File: src/logic/twpwm_pkg.sv
// Shared constants and types of the two-wire PWM slave
`default_nettype none
package twpwm_pkg;
   localparam int unsigned CLK_HZ = 250_000_000;
   localparam int unsigned PWM_FREQ_HZ = 1000;
   localparam int DUTY_W = 5;
   localparam logic [4:0] DUTY_RST = 5'h10;
   localparam logic [2:0] CMD_DUTY = 3'h0;
   localparam logic [2:0] CMD_FULL = 3'h1;
   localparam logic [2:0] CMD_SHDN = 3'h2;
   localparam logic [2:0] CMD_RECALL = 3'h3;
   localparam logic [3:0] BYTE_BITS = 4'h8;
   localparam logic [3:0] DEV_TYPE_RST = 4'hA;
   localparam int APB_AW = 8;
   localparam logic [7:0] REG_CTRL = 8'h00;
   localparam logic [7:0] REG_STAT = 8'h04;
   localparam logic [7:0] REG_XFER = 8'h08;
   localparam int CTRL_EN_BIT = 0;
   localparam logic CTRL_EN_RST = 1'b1;
   localparam int STAT_BUSY_BIT = 8;
   localparam int STAT_PWM_BIT = 9;
   localparam int STAT_RW_BIT = 10;
   localparam logic [15:0] CNT_RST = 16'h0000;
   typedef enum logic [2:0] {
      ST_IDLE, ST_ADDR, ST_AACK, ST_RX, ST_DACK, ST_TX, ST_TACK
   } twpwm_state_t;
endpackage : twpwm_pkg
`default_nettype wire

File: src/logic/twpwm_pwm.sv
// Fixed-period 5-bit pulse-width generator with full-on and shutdown
`timescale 1ns/1ps
`default_nettype none
module twpwm_pwm #(
   parameter int unsigned PERIOD_CYC = 250_000,
   parameter int CW = $clog2(PERIOD_CYC + 1)
) (
   input wire logic clk,
   input wire logic rst_n,
   input wire logic [4:0] duty,
   input wire logic full_on,
   input wire logic shutdown,
   output logic pwm_o,
   output logic pwm_oe
);
   localparam int PW = CW + twpwm_pkg::DUTY_W;
   localparam logic [PW-1:0] RST_PROD =
      PW'(twpwm_pkg::DUTY_RST) * PW'(PERIOD_CYC);
   localparam logic [CW-1:0] THR_RST = RST_PROD[PW-1:twpwm_pkg::DUTY_W];
   localparam logic [CW-1:0] LAST = CW'(PERIOD_CYC - 1);

   logic [CW-1:0] cnt_r;
   logic [CW-1:0] thr_r;
   logic full_r;
   logic shdn_r;
   logic [PW-1:0] prod;
   logic wrap;

   // High time is duty/32 of the period, truncated to whole cycles
   assign prod = PW'(duty) * PW'(PERIOD_CYC);
   assign wrap = (cnt_r == LAST);

   always_ff @(posedge clk or negedge rst_n)
   begin
      if (!rst_n)
         cnt_r <= '0;
      else if (wrap)
         cnt_r <= '0;
      else
         cnt_r <= cnt_r + 1'b1;
   end

   // New settings only at the period boundary, so no pulse is cut short
   always_ff @(posedge clk or negedge rst_n)
   begin
      if (!rst_n)
      begin
         thr_r <= THR_RST;
         full_r <= 1'b0;
         shdn_r <= 1'b0;
      end
      else if (wrap)
      begin
         thr_r <= prod[PW-1:twpwm_pkg::DUTY_W];
         full_r <= full_on;
         shdn_r <= shutdown;
      end
   end

   always_ff @(posedge clk or negedge rst_n)
   begin
      if (!rst_n)
      begin
         pwm_o <= 1'b0;
         pwm_oe <= 1'b1;
      end
      else
      begin
         pwm_o <= full_r | (cnt_r < thr_r);
         pwm_oe <= ~shdn_r;
      end
   end
endmodule : twpwm_pwm
`default_nettype wire

File: src/logic/twpwm_sync.sv
// Three-stage input synchroniser with agreement filter
`timescale 1ns/1ps
`default_nettype none
module twpwm_sync #(
   parameter int WIDTH = 1,
   parameter logic [WIDTH-1:0] RST_VAL = '0
) (
   input wire logic clk,
   input wire logic rst_n,
   input wire logic [WIDTH-1:0] din,
   output logic [WIDTH-1:0] dout
);
   logic [WIDTH-1:0] s1_r;
   logic [WIDTH-1:0] s2_r;
   logic [WIDTH-1:0] s3_r;

   always_ff @(posedge clk or negedge rst_n)
   begin
      if (!rst_n)
      begin
         s1_r <= RST_VAL;
         s2_r <= RST_VAL;
         s3_r <= RST_VAL;
      end
      else
      begin
         s1_r <= din;
         s2_r <= s1_r;
         s3_r <= s2_r;
      end
   end

   // A change is accepted only once stages two and three agree
   genvar i;
   for (i = 0; i < WIDTH; i++)
   begin : g_bit
      always_ff @(posedge clk or negedge rst_n)
      begin
         if (!rst_n)
            dout[i] <= RST_VAL[i];
         else if (s2_r[i] == s3_r[i])
            dout[i] <= s3_r[i];
      end
   end
endmodule : twpwm_sync
`default_nettype wire

File: src/logic/twpwm_top.sv
// Two-wire addressed slave controlling a 5-bit PWM, with APB status port
// Function
// - After reset the duty code is half scale, giving 50% duty.
// - A 5-bit duty code sets 0% to 96.88% in equal steps.
// - A separate command forces the output fully on, 100% duty.
// - Output frequency is fixed by a build parameter, not by software.
// - Device is a slave only; drives data open-drain, never the clock.
// - Data changes while clock is high are control conditions.
// - Data falling while clock is high is a START.
// - Data rising while clock is high is a STOP.
// - Data changes in clock low; one bit sampled per clock high.
// - Bytes are eight bits plus a ninth acknowledge bit.
// - Port works at both 100kHz and 400kHz bus clocks.
// - Acknowledger holds data low through the ninth clock high.
// - First written byte is the control byte; every byte acknowledged.
// - On read, acknowledge control byte, then send until master NACKs.
// - STOP or repeated START ends the transfer; START opens another.
// - Address is matched in hardware; read bit turns device transmitter.
// - Three address-select pins give eight addresses on one bus.
// - Control byte: type code, three select bits, direction bit.
// - Data byte: low five bits duty, top three bits command.
// - Shutdown floats the output; recall restores the prior setting.
// - All bytes travel most significant bit first.
//
// Added by the designer: the APB interface to the registers and the register addresses.
`timescale 1ns/1ps
`default_nettype none
module twpwm_top #(
   parameter int unsigned PWM_FREQ_HZ = twpwm_pkg::PWM_FREQ_HZ,
   parameter int unsigned PERIOD_CYC = twpwm_pkg::CLK_HZ / PWM_FREQ_HZ,
   // Device type code: arbitrary value
   parameter logic [3:0] DEV_TYPE = twpwm_pkg::DEV_TYPE_RST
) (
   input wire logic pclk,
   input wire logic presetn,
   input wire logic psel,
   input wire logic penable,
   input wire logic pwrite,
   input wire logic [twpwm_pkg::APB_AW-1:0] paddr,
   input wire logic [31:0] pwdata,
   output logic [31:0] prdata,
   output logic pready,
   output logic pslverr,
   input wire logic scl_i,
   input wire logic sda_i,
   output logic sda_o,
   output logic sda_oe,
   input wire logic addr_sel_bit0,
   input wire logic addr_sel_bit1,
   input wire logic addr_sel_bit2,
   output logic pwm_o,
   output logic pwm_oe
);
   twpwm_pkg::twpwm_state_t state_r;
   logic scl_s;
   logic sda_s;
   logic [2:0] asel_s;
   logic scl_q_r;
   logic sda_q_r;
   logic scl_rise;
   logic scl_fall;
   logic start_c;
   logic stop_c;
   logic [7:0] shift_r;
   logic [3:0] bit_cnt_r;
   logic rw_r;
   logic mack_r;
   logic addr_hit;
   logic byte_full;
   logic apply;
   logic [4:0] duty_r;
   logic full_r;
   logic shdn_r;
   logic [7:0] cfg_byte;
   logic ctrl_en_r;
   logic [15:0] rx_cnt_r;
   logic [15:0] tx_cnt_r;
   logic apb_setup;
   logic apb_acc;
   logic apb_hit;
   logic [31:0] rd_nxt;

   // Bus pins cross into pclk through the filtered synchronisers
   twpwm_sync #(.WIDTH(1), .RST_VAL(1'b1)) u_scl_sync (
      .clk(pclk),
      .rst_n(presetn),
      .din(scl_i),
      .dout(scl_s)
   );

   twpwm_sync #(.WIDTH(1), .RST_VAL(1'b1)) u_sda_sync (
      .clk(pclk),
      .rst_n(presetn),
      .din(sda_i),
      .dout(sda_s)
   );

   twpwm_sync #(.WIDTH(3), .RST_VAL(3'h0)) u_asel_sync (
      .clk(pclk),
      .rst_n(presetn),
      .din({addr_sel_bit2, addr_sel_bit1, addr_sel_bit0}),
      .dout(asel_s)
   );

   always_ff @(posedge pclk or negedge presetn)
   begin
      if (!presetn)
      begin
         scl_q_r <= 1'b1;
         sda_q_r <= 1'b1;
      end
      else
      begin
         scl_q_r <= scl_s;
         sda_q_r <= sda_s;
      end
   end

   assign scl_rise = scl_s & ~scl_q_r;
   assign scl_fall = ~scl_s & scl_q_r;
   // Data moving with clock held high is a condition, never a bit
   assign start_c = scl_s & scl_q_r & sda_q_r & ~sda_s;
   assign stop_c = scl_s & scl_q_r & ~sda_q_r & sda_s;

   assign byte_full = (bit_cnt_r == twpwm_pkg::BYTE_BITS);
   assign addr_hit = (shift_r[7:4] == DEV_TYPE) &&
                     (shift_r[3:1] == asel_s);
   assign apply = (state_r == twpwm_pkg::ST_RX) && scl_fall && byte_full;
   assign cfg_byte = {shdn_r, full_r, 1'b0, duty_r};

   // Serial protocol engine; the pad only ever pulls low
   always_ff @(posedge pclk or negedge presetn)
   begin
      if (!presetn)
      begin
         state_r <= twpwm_pkg::ST_IDLE;
         shift_r <= '0;
         bit_cnt_r <= '0;
         rw_r <= 1'b0;
         mack_r <= 1'b0;
         sda_oe <= 1'b0;
      end
      else if (stop_c || !ctrl_en_r)
      begin
         state_r <= twpwm_pkg::ST_IDLE;
         sda_oe <= 1'b0;
      end
      else if (start_c)
      begin
         state_r <= twpwm_pkg::ST_ADDR;
         bit_cnt_r <= '0;
         sda_oe <= 1'b0;
      end
      else
      begin
         case (state_r)
            twpwm_pkg::ST_ADDR, twpwm_pkg::ST_RX:
            begin
               if (scl_rise && !byte_full)
               begin
                  shift_r <= {shift_r[6:0], sda_s};
                  bit_cnt_r <= bit_cnt_r + 1'b1;
               end
               else if (scl_fall && byte_full)
               begin
                  if (state_r == twpwm_pkg::ST_RX)
                  begin
                     sda_oe <= 1'b1;
                     state_r <= twpwm_pkg::ST_DACK;
                  end
                  else if (addr_hit)
                  begin
                     rw_r <= shift_r[0];
                     sda_oe <= 1'b1;
                     state_r <= twpwm_pkg::ST_AACK;
                  end
                  else
                     state_r <= twpwm_pkg::ST_IDLE;
               end
            end
            twpwm_pkg::ST_AACK, twpwm_pkg::ST_DACK:
            begin
               if (scl_fall)
               begin
                  bit_cnt_r <= '0;
                  if (state_r == twpwm_pkg::ST_AACK && rw_r)
                  begin
                     shift_r <= cfg_byte;
                     sda_oe <= ~cfg_byte[7];
                     state_r <= twpwm_pkg::ST_TX;
                  end
                  else
                  begin
                     sda_oe <= 1'b0;
                     state_r <= twpwm_pkg::ST_RX;
                  end
               end
            end
            twpwm_pkg::ST_TX:
            begin
               if (scl_rise)
                  bit_cnt_r <= bit_cnt_r + 1'b1;
               else if (scl_fall)
               begin
                  if (byte_full)
                  begin
                     sda_oe <= 1'b0;
                     state_r <= twpwm_pkg::ST_TACK;
                  end
                  else
                  begin
                     shift_r <= {shift_r[6:0], 1'b0};
                     sda_oe <= ~shift_r[6];
                  end
               end
            end
            twpwm_pkg::ST_TACK:
            begin
               if (scl_rise)
                  mack_r <= ~sda_s;
               else if (scl_fall)
               begin
                  bit_cnt_r <= '0;
                  if (mack_r)
                  begin
                     shift_r <= cfg_byte;
                     sda_oe <= ~cfg_byte[7];
                     state_r <= twpwm_pkg::ST_TX;
                  end
                  else
                     state_r <= twpwm_pkg::ST_IDLE;
               end
            end
            twpwm_pkg::ST_IDLE:
            begin
               sda_oe <= 1'b0;
            end
            default:
            begin
               state_r <= twpwm_pkg::ST_IDLE;
               sda_oe <= 1'b0;
            end
         endcase
      end
   end

   // Open-drain pad: the driven level is always low
   always_ff @(posedge pclk or negedge presetn)
   begin
      if (!presetn)
         sda_o <= 1'b0;
      else
         sda_o <= 1'b0;
   end

   // Configuration updated when a data byte is acknowledged
   always_ff @(posedge pclk or negedge presetn)
   begin
      if (!presetn)
      begin
         duty_r <= twpwm_pkg::DUTY_RST;
         full_r <= 1'b0;
         shdn_r <= 1'b0;
      end
      else if (apply)
      begin
         case (shift_r[7:5])
            twpwm_pkg::CMD_DUTY:
            begin
               duty_r <= shift_r[4:0];
               full_r <= 1'b0;
            end
            twpwm_pkg::CMD_FULL:
               full_r <= 1'b1;
            twpwm_pkg::CMD_SHDN:
               shdn_r <= 1'b1;
            twpwm_pkg::CMD_RECALL:
               shdn_r <= 1'b0;
            default:
               shdn_r <= shdn_r;
         endcase
      end
   end

   // Byte counters for software visibility, wrapping
   always_ff @(posedge pclk or negedge presetn)
   begin
      if (!presetn)
      begin
         rx_cnt_r <= twpwm_pkg::CNT_RST;
         tx_cnt_r <= twpwm_pkg::CNT_RST;
      end
      else
      begin
         if (apply)
            rx_cnt_r <= rx_cnt_r + 1'b1;
         if (state_r == twpwm_pkg::ST_TX && scl_fall && byte_full)
            tx_cnt_r <= tx_cnt_r + 1'b1;
      end
   end

   twpwm_pwm #(.PERIOD_CYC(PERIOD_CYC)) u_pwm (
      .clk(pclk),
      .rst_n(presetn),
      .duty(duty_r),
      .full_on(full_r),
      .shutdown(shdn_r),
      .pwm_o(pwm_o),
      .pwm_oe(pwm_oe)
   );

   // APB slave: one wait-free access phase, answers registered
   assign apb_setup = psel & ~penable;
   assign apb_acc = psel & penable & pready;
   assign apb_hit = (paddr == twpwm_pkg::REG_CTRL) ||
                    (paddr == twpwm_pkg::REG_STAT) ||
                    (paddr == twpwm_pkg::REG_XFER);

   always_comb
   begin
      rd_nxt = '0;
      case (paddr)
         twpwm_pkg::REG_CTRL:
            rd_nxt[twpwm_pkg::CTRL_EN_BIT] = ctrl_en_r;
         twpwm_pkg::REG_STAT:
         begin
            rd_nxt[7:0] = cfg_byte;
            rd_nxt[twpwm_pkg::STAT_BUSY_BIT] =
               (state_r != twpwm_pkg::ST_IDLE);
            rd_nxt[twpwm_pkg::STAT_PWM_BIT] = pwm_o;
            rd_nxt[twpwm_pkg::STAT_RW_BIT] = rw_r;
         end
         twpwm_pkg::REG_XFER:
            rd_nxt = {tx_cnt_r, rx_cnt_r};
         default:
            rd_nxt = '0;
      endcase
   end

   always_ff @(posedge pclk or negedge presetn)
   begin
      if (!presetn)
      begin
         pready <= 1'b0;
         pslverr <= 1'b0;
         prdata <= '0;
      end
      else
      begin
         pready <= apb_setup;
         pslverr <= apb_setup & ~apb_hit;
         prdata <= (apb_setup && !pwrite) ? rd_nxt : '0;
      end
   end

   // Port enable; clearing it drops any transfer and ignores the bus
   always_ff @(posedge pclk or negedge presetn)
   begin
      if (!presetn)
         ctrl_en_r <= twpwm_pkg::CTRL_EN_RST;
      else if (apb_acc && pwrite && paddr == twpwm_pkg::REG_CTRL)
         ctrl_en_r <= pwdata[twpwm_pkg::CTRL_EN_BIT];
   end
endmodule : twpwm_top
`default_nettype wire
File: config.mk
export PLATFORM = sky130hd
export DESIGN_NAME = twpwm_top
export DESIGN_NICKNAME = d
export VERILOG_FILES = /design/src/logic/twpwm_pkg.sv /design/src/logic/twpwm_pwm.sv /design/src/logic/twpwm_sync.sv /design/src/logic/twpwm_top.sv
export SDC_FILE = /design/constraint.sdc
export NUM_CORES = 1
export LEC_CHECK = 0
export BUFFER_PORTS_ARGS = -buffer_cell sky130_fd_sc_hd__buf_4
export CAP_MARGIN = 0
export CORE_MARGIN = 4
export CORE_UTILIZATION = 45
export DETAILED_ROUTE_END_ITERATION = 10
export PLACE_DENSITY_LB_ADDON = 0.15
export SYNTH_ARGS = -nofsm -noshare
export SYNTH_HDL_FRONTEND = slang
export SYNTH_SLANG_ARGS = --single-unit
File: constraint.sdc
create_clock -name pclk -period 9.1 [get_ports pclk]
set_input_delay 0.91 -clock pclk [delete_from_list [all_inputs] [get_ports pclk]]
set_output_delay 0.91 -clock pclk [all_outputs]
set_load 0.05 [all_outputs]
==> results.toml <==
[place]
place.gp.congestion = 0.8526
dp_cells = 961
dpl.hpwl_mm = 10.57
place_area_um2 = 8356
place_ws_ns = 5.456
port_buffers = 55

[clocking]
clockRootBuffer = "clkbuf_16"
cts_made_buffers = 17
clock_latency_ns = 0.42
cts_tree = "built"
hold_buffers = 0
post_cts_buffers = 0
ctsResizeCount = 0
cts.sink_count = 154
cts_max_path_buffers = 2
h-tree-depth = 4
clkTransAtPathRegs_ns = 0.07

[final_layout]
instances_no_fill = 993
final_cell_mix = "dfrtp_1 (134), nand2_1 (59), buf_4 (57), ha_1 (48), nor2_1 (45)"
final_util = 0.5360
drive_above_1_share = 0.1928
finish.instance_area_um2 = 8952
num_antenna_cells = 0
fin_nets = 864
final_common_cell = "dfrtp_1"
areaGrowthSynthToFinish_pct = 16.13

[synth]
yosys_register_bits = 154
syn-instance-count = 699
synthArstFlopShare = 1.000
synth_cell_types = 66
synth_fp_nets = 803
synth-edff-count = 0
yosys_warnings = 0
syn_area_um2 = 7709
yosysSeqAreaShare = 0.5032
synth_ff_type = "dfrtp_1"
avgSynthCellArea_um2 = 11.03

[global_route]
grt_pass1_vias = 5071
grt_pass1_wl_mm = 25.10
grt_max_degree = 84
grt_overflow_total = 0
grt_antenna_before_repair = 0
groute.usage.overall = 0.1586

[hold_path]
hold_class = "reg2reg"

[sta]
hold_violations = 0
max_slew_margin = 0.3184
setup_slack_ns = 5.476
rsz0062_at_grt = "false"
min_period_ns = 3.624
final.setup.tns_ns = 0
fmax_ghz = 0.2759
tightest_slew_ns = 1.022
post-route-period-util = 0.3983
finalMaxSlewViolations = 0
setup_violations = 0
fin_worst_skew_ns = 0.007851

[critical_path]
worstPathMaxFanout = 11
worst_ep_arrival_time_ns = 3.91
cp_num_buf_inv = 2
max_stage_delay_ns = 0.63
cp-start-kind = "flop"
path_cells = "fa_1, inv_1, fa_1, inv_1, ha_1, ha_1, a21o_1, a221oi_1, a32oi_1, xnor2_1, mux2i_1"
cp_slowest_cell = "fa_1"
path_class = "reg2reg"
cp_top_family = "adder cells"
worst-endpoint-required_ns = 9.38
end_kind = "flop"
rrSetupSlack_ns = 5.48

[route]
wl_mm = 14.89
vias = 5257
ant_nets = 0
wl_per_cell_um = 14.99
drc = 0
vias_per_cell = 5.294
first_pass_iters = 5
drtIter0Drc = 428

[pwr]
pwr_density_cell_nw_per_um2 = 173.0
ir_drop_v = 0.0001274
power.leakage_nw = 4.232

[floorplan]
die_y_um = 138.9
fp.dieW_um = 138.9
coreArea_um2 = 16700
pin_count = 88
dieArea_um2 = 19290
rows = 47
start_util = 0.4616

[outcome]
status = "finished, final reports clean"

[job]
drv_cap = 0
layer usage:
| metal | up-vias | wire, µm | global-route usage | share of wire |
|---|---|---|---|---|
| li1 | 2557 | - | - | - |
| met1 | 2592 | 7236 | 0.2214 | 0.49 |
| met2 | 93 | 6977 | 0.2434 | 0.47 |
| met3 | 15 | 498 | 0.03897 | 0.033 |
| met4 | 0 | 173 | 0.05458 | 0.012 |
| met5 | - | 0 | 0 | 0 |
state kept, by name (all words and copies together), names as in the netlist, 4 cells and up:
register     count
duty_r           5
u_pwm.thr_r     18
shift_r          8
bit_cnt_r        4
prdata          32
tx_cnt_r        16
rx_cnt_r        16
u_pwm.cnt_r     18
final timing paths:
kind	end	startpoint	cells past startpoint
setup / recovery	u_pwm.thr_r[17]$_DFFE_PN0N_	duty_r[2]$_DFFE_PN0P_	11
hold / removal	u_asel_sync.s2_r[0]$_DFF_PN0_	u_asel_sync.s1_r[0]$_DFF_PN0_	0
setup reg to reg	u_pwm.thr_r[17]$_DFFE_PN0N_	duty_r[2]$_DFFE_PN0P_	11
hold reg to reg	u_asel_sync.s2_r[0]$_DFF_PN0_	u_asel_sync.s1_r[0]$_DFF_PN0_	0
max in group asynchronous	duty_r[3]$_DFFE_PN0P_	presetn	2
min in group asynchronous	u_pwm.cnt_r[8]$_DFF_PN0_	presetn	1
kinds of logic (layout without fill, tap and decap cells):
group / Yosys count / count (layout) / share of synthesized area
AO/OA/AOI/OAI: 101 / 101 / 0.08489
adder cells (fa/ha/maj): 59 / 59 / 0.09999
multiplexers: 31 / 31 / 0.04399
other: 1 / 1 / 0.0004865
flip-flops: 154 / 154 / 0.5032
buffers and inverters: 60 / 134 / 0.03100
AND/OR/NAND/NOR: 231 / 231 / 0.1660
XOR/XNOR: 62 / 62 / 0.07044
power by group:
group	internal, mW	switching, mW
registers	0.711	0.0261
clock network	0.420	0.293
logic	0.0472	0.0523
total	1.18	0.371
worst reg2reg max path: cells and delay by family, from the launching register on:
family | cells | cell delay [ns]
xor+xnor | 1 | 0.15
flops | 1 | 0.56
mux | 1 | 0.09
buf+inv | 2 | 0.10
compound gates | 3 | 0.77
fa+ha+maj | 4 | 1.80
cell usage after synthesis, drive strengths merged (20+ instances only):
| cell type | number | share of area |
|---|---|---|
| and2 | 25 | 0.020 |
| dfrtp | 134 | 0.43 |
| mux2 | 23 | 0.034 |
| ha | 48 | 0.078 |
| nand4 | 21 | 0.018 |
| dfstp | 20 | 0.068 |
| o21ai | 33 | 0.021 |
| nand2 | 59 | 0.029 |
| xor2 | 22 | 0.025 |
| nor2 | 45 | 0.022 |
| xnor2 | 40 | 0.045 |
| inv | 44 | 0.021 |
stage by stage:
stage          hold WS (ns)  power (mW)
2_1_floorplan        0.3312      0.8099
3_3_place_gp         0.3341      0.8454
3_5_place_dp         0.3365      0.8499
4_1_cts              0.3521       1.572
5_1_grt              0.3619       1.616
6_report             0.3494       1.549
cell type report:
| cell class | count | area, µm² |
|---|---|---|
| tap | 220 | 275.3 |
| sequential | 154 | 3879 |
| inverter | 44 | 165.2 |
| clock inverter | 13 | 153.9 |
| multi-input combinational | 485 | 3597 |
| timing repair buffer | 58 | 439.2 |
| clock buffer | 19 | 442.9 |
| fill | 1495 | 7749 |
(Power assumes the default switching activity.)
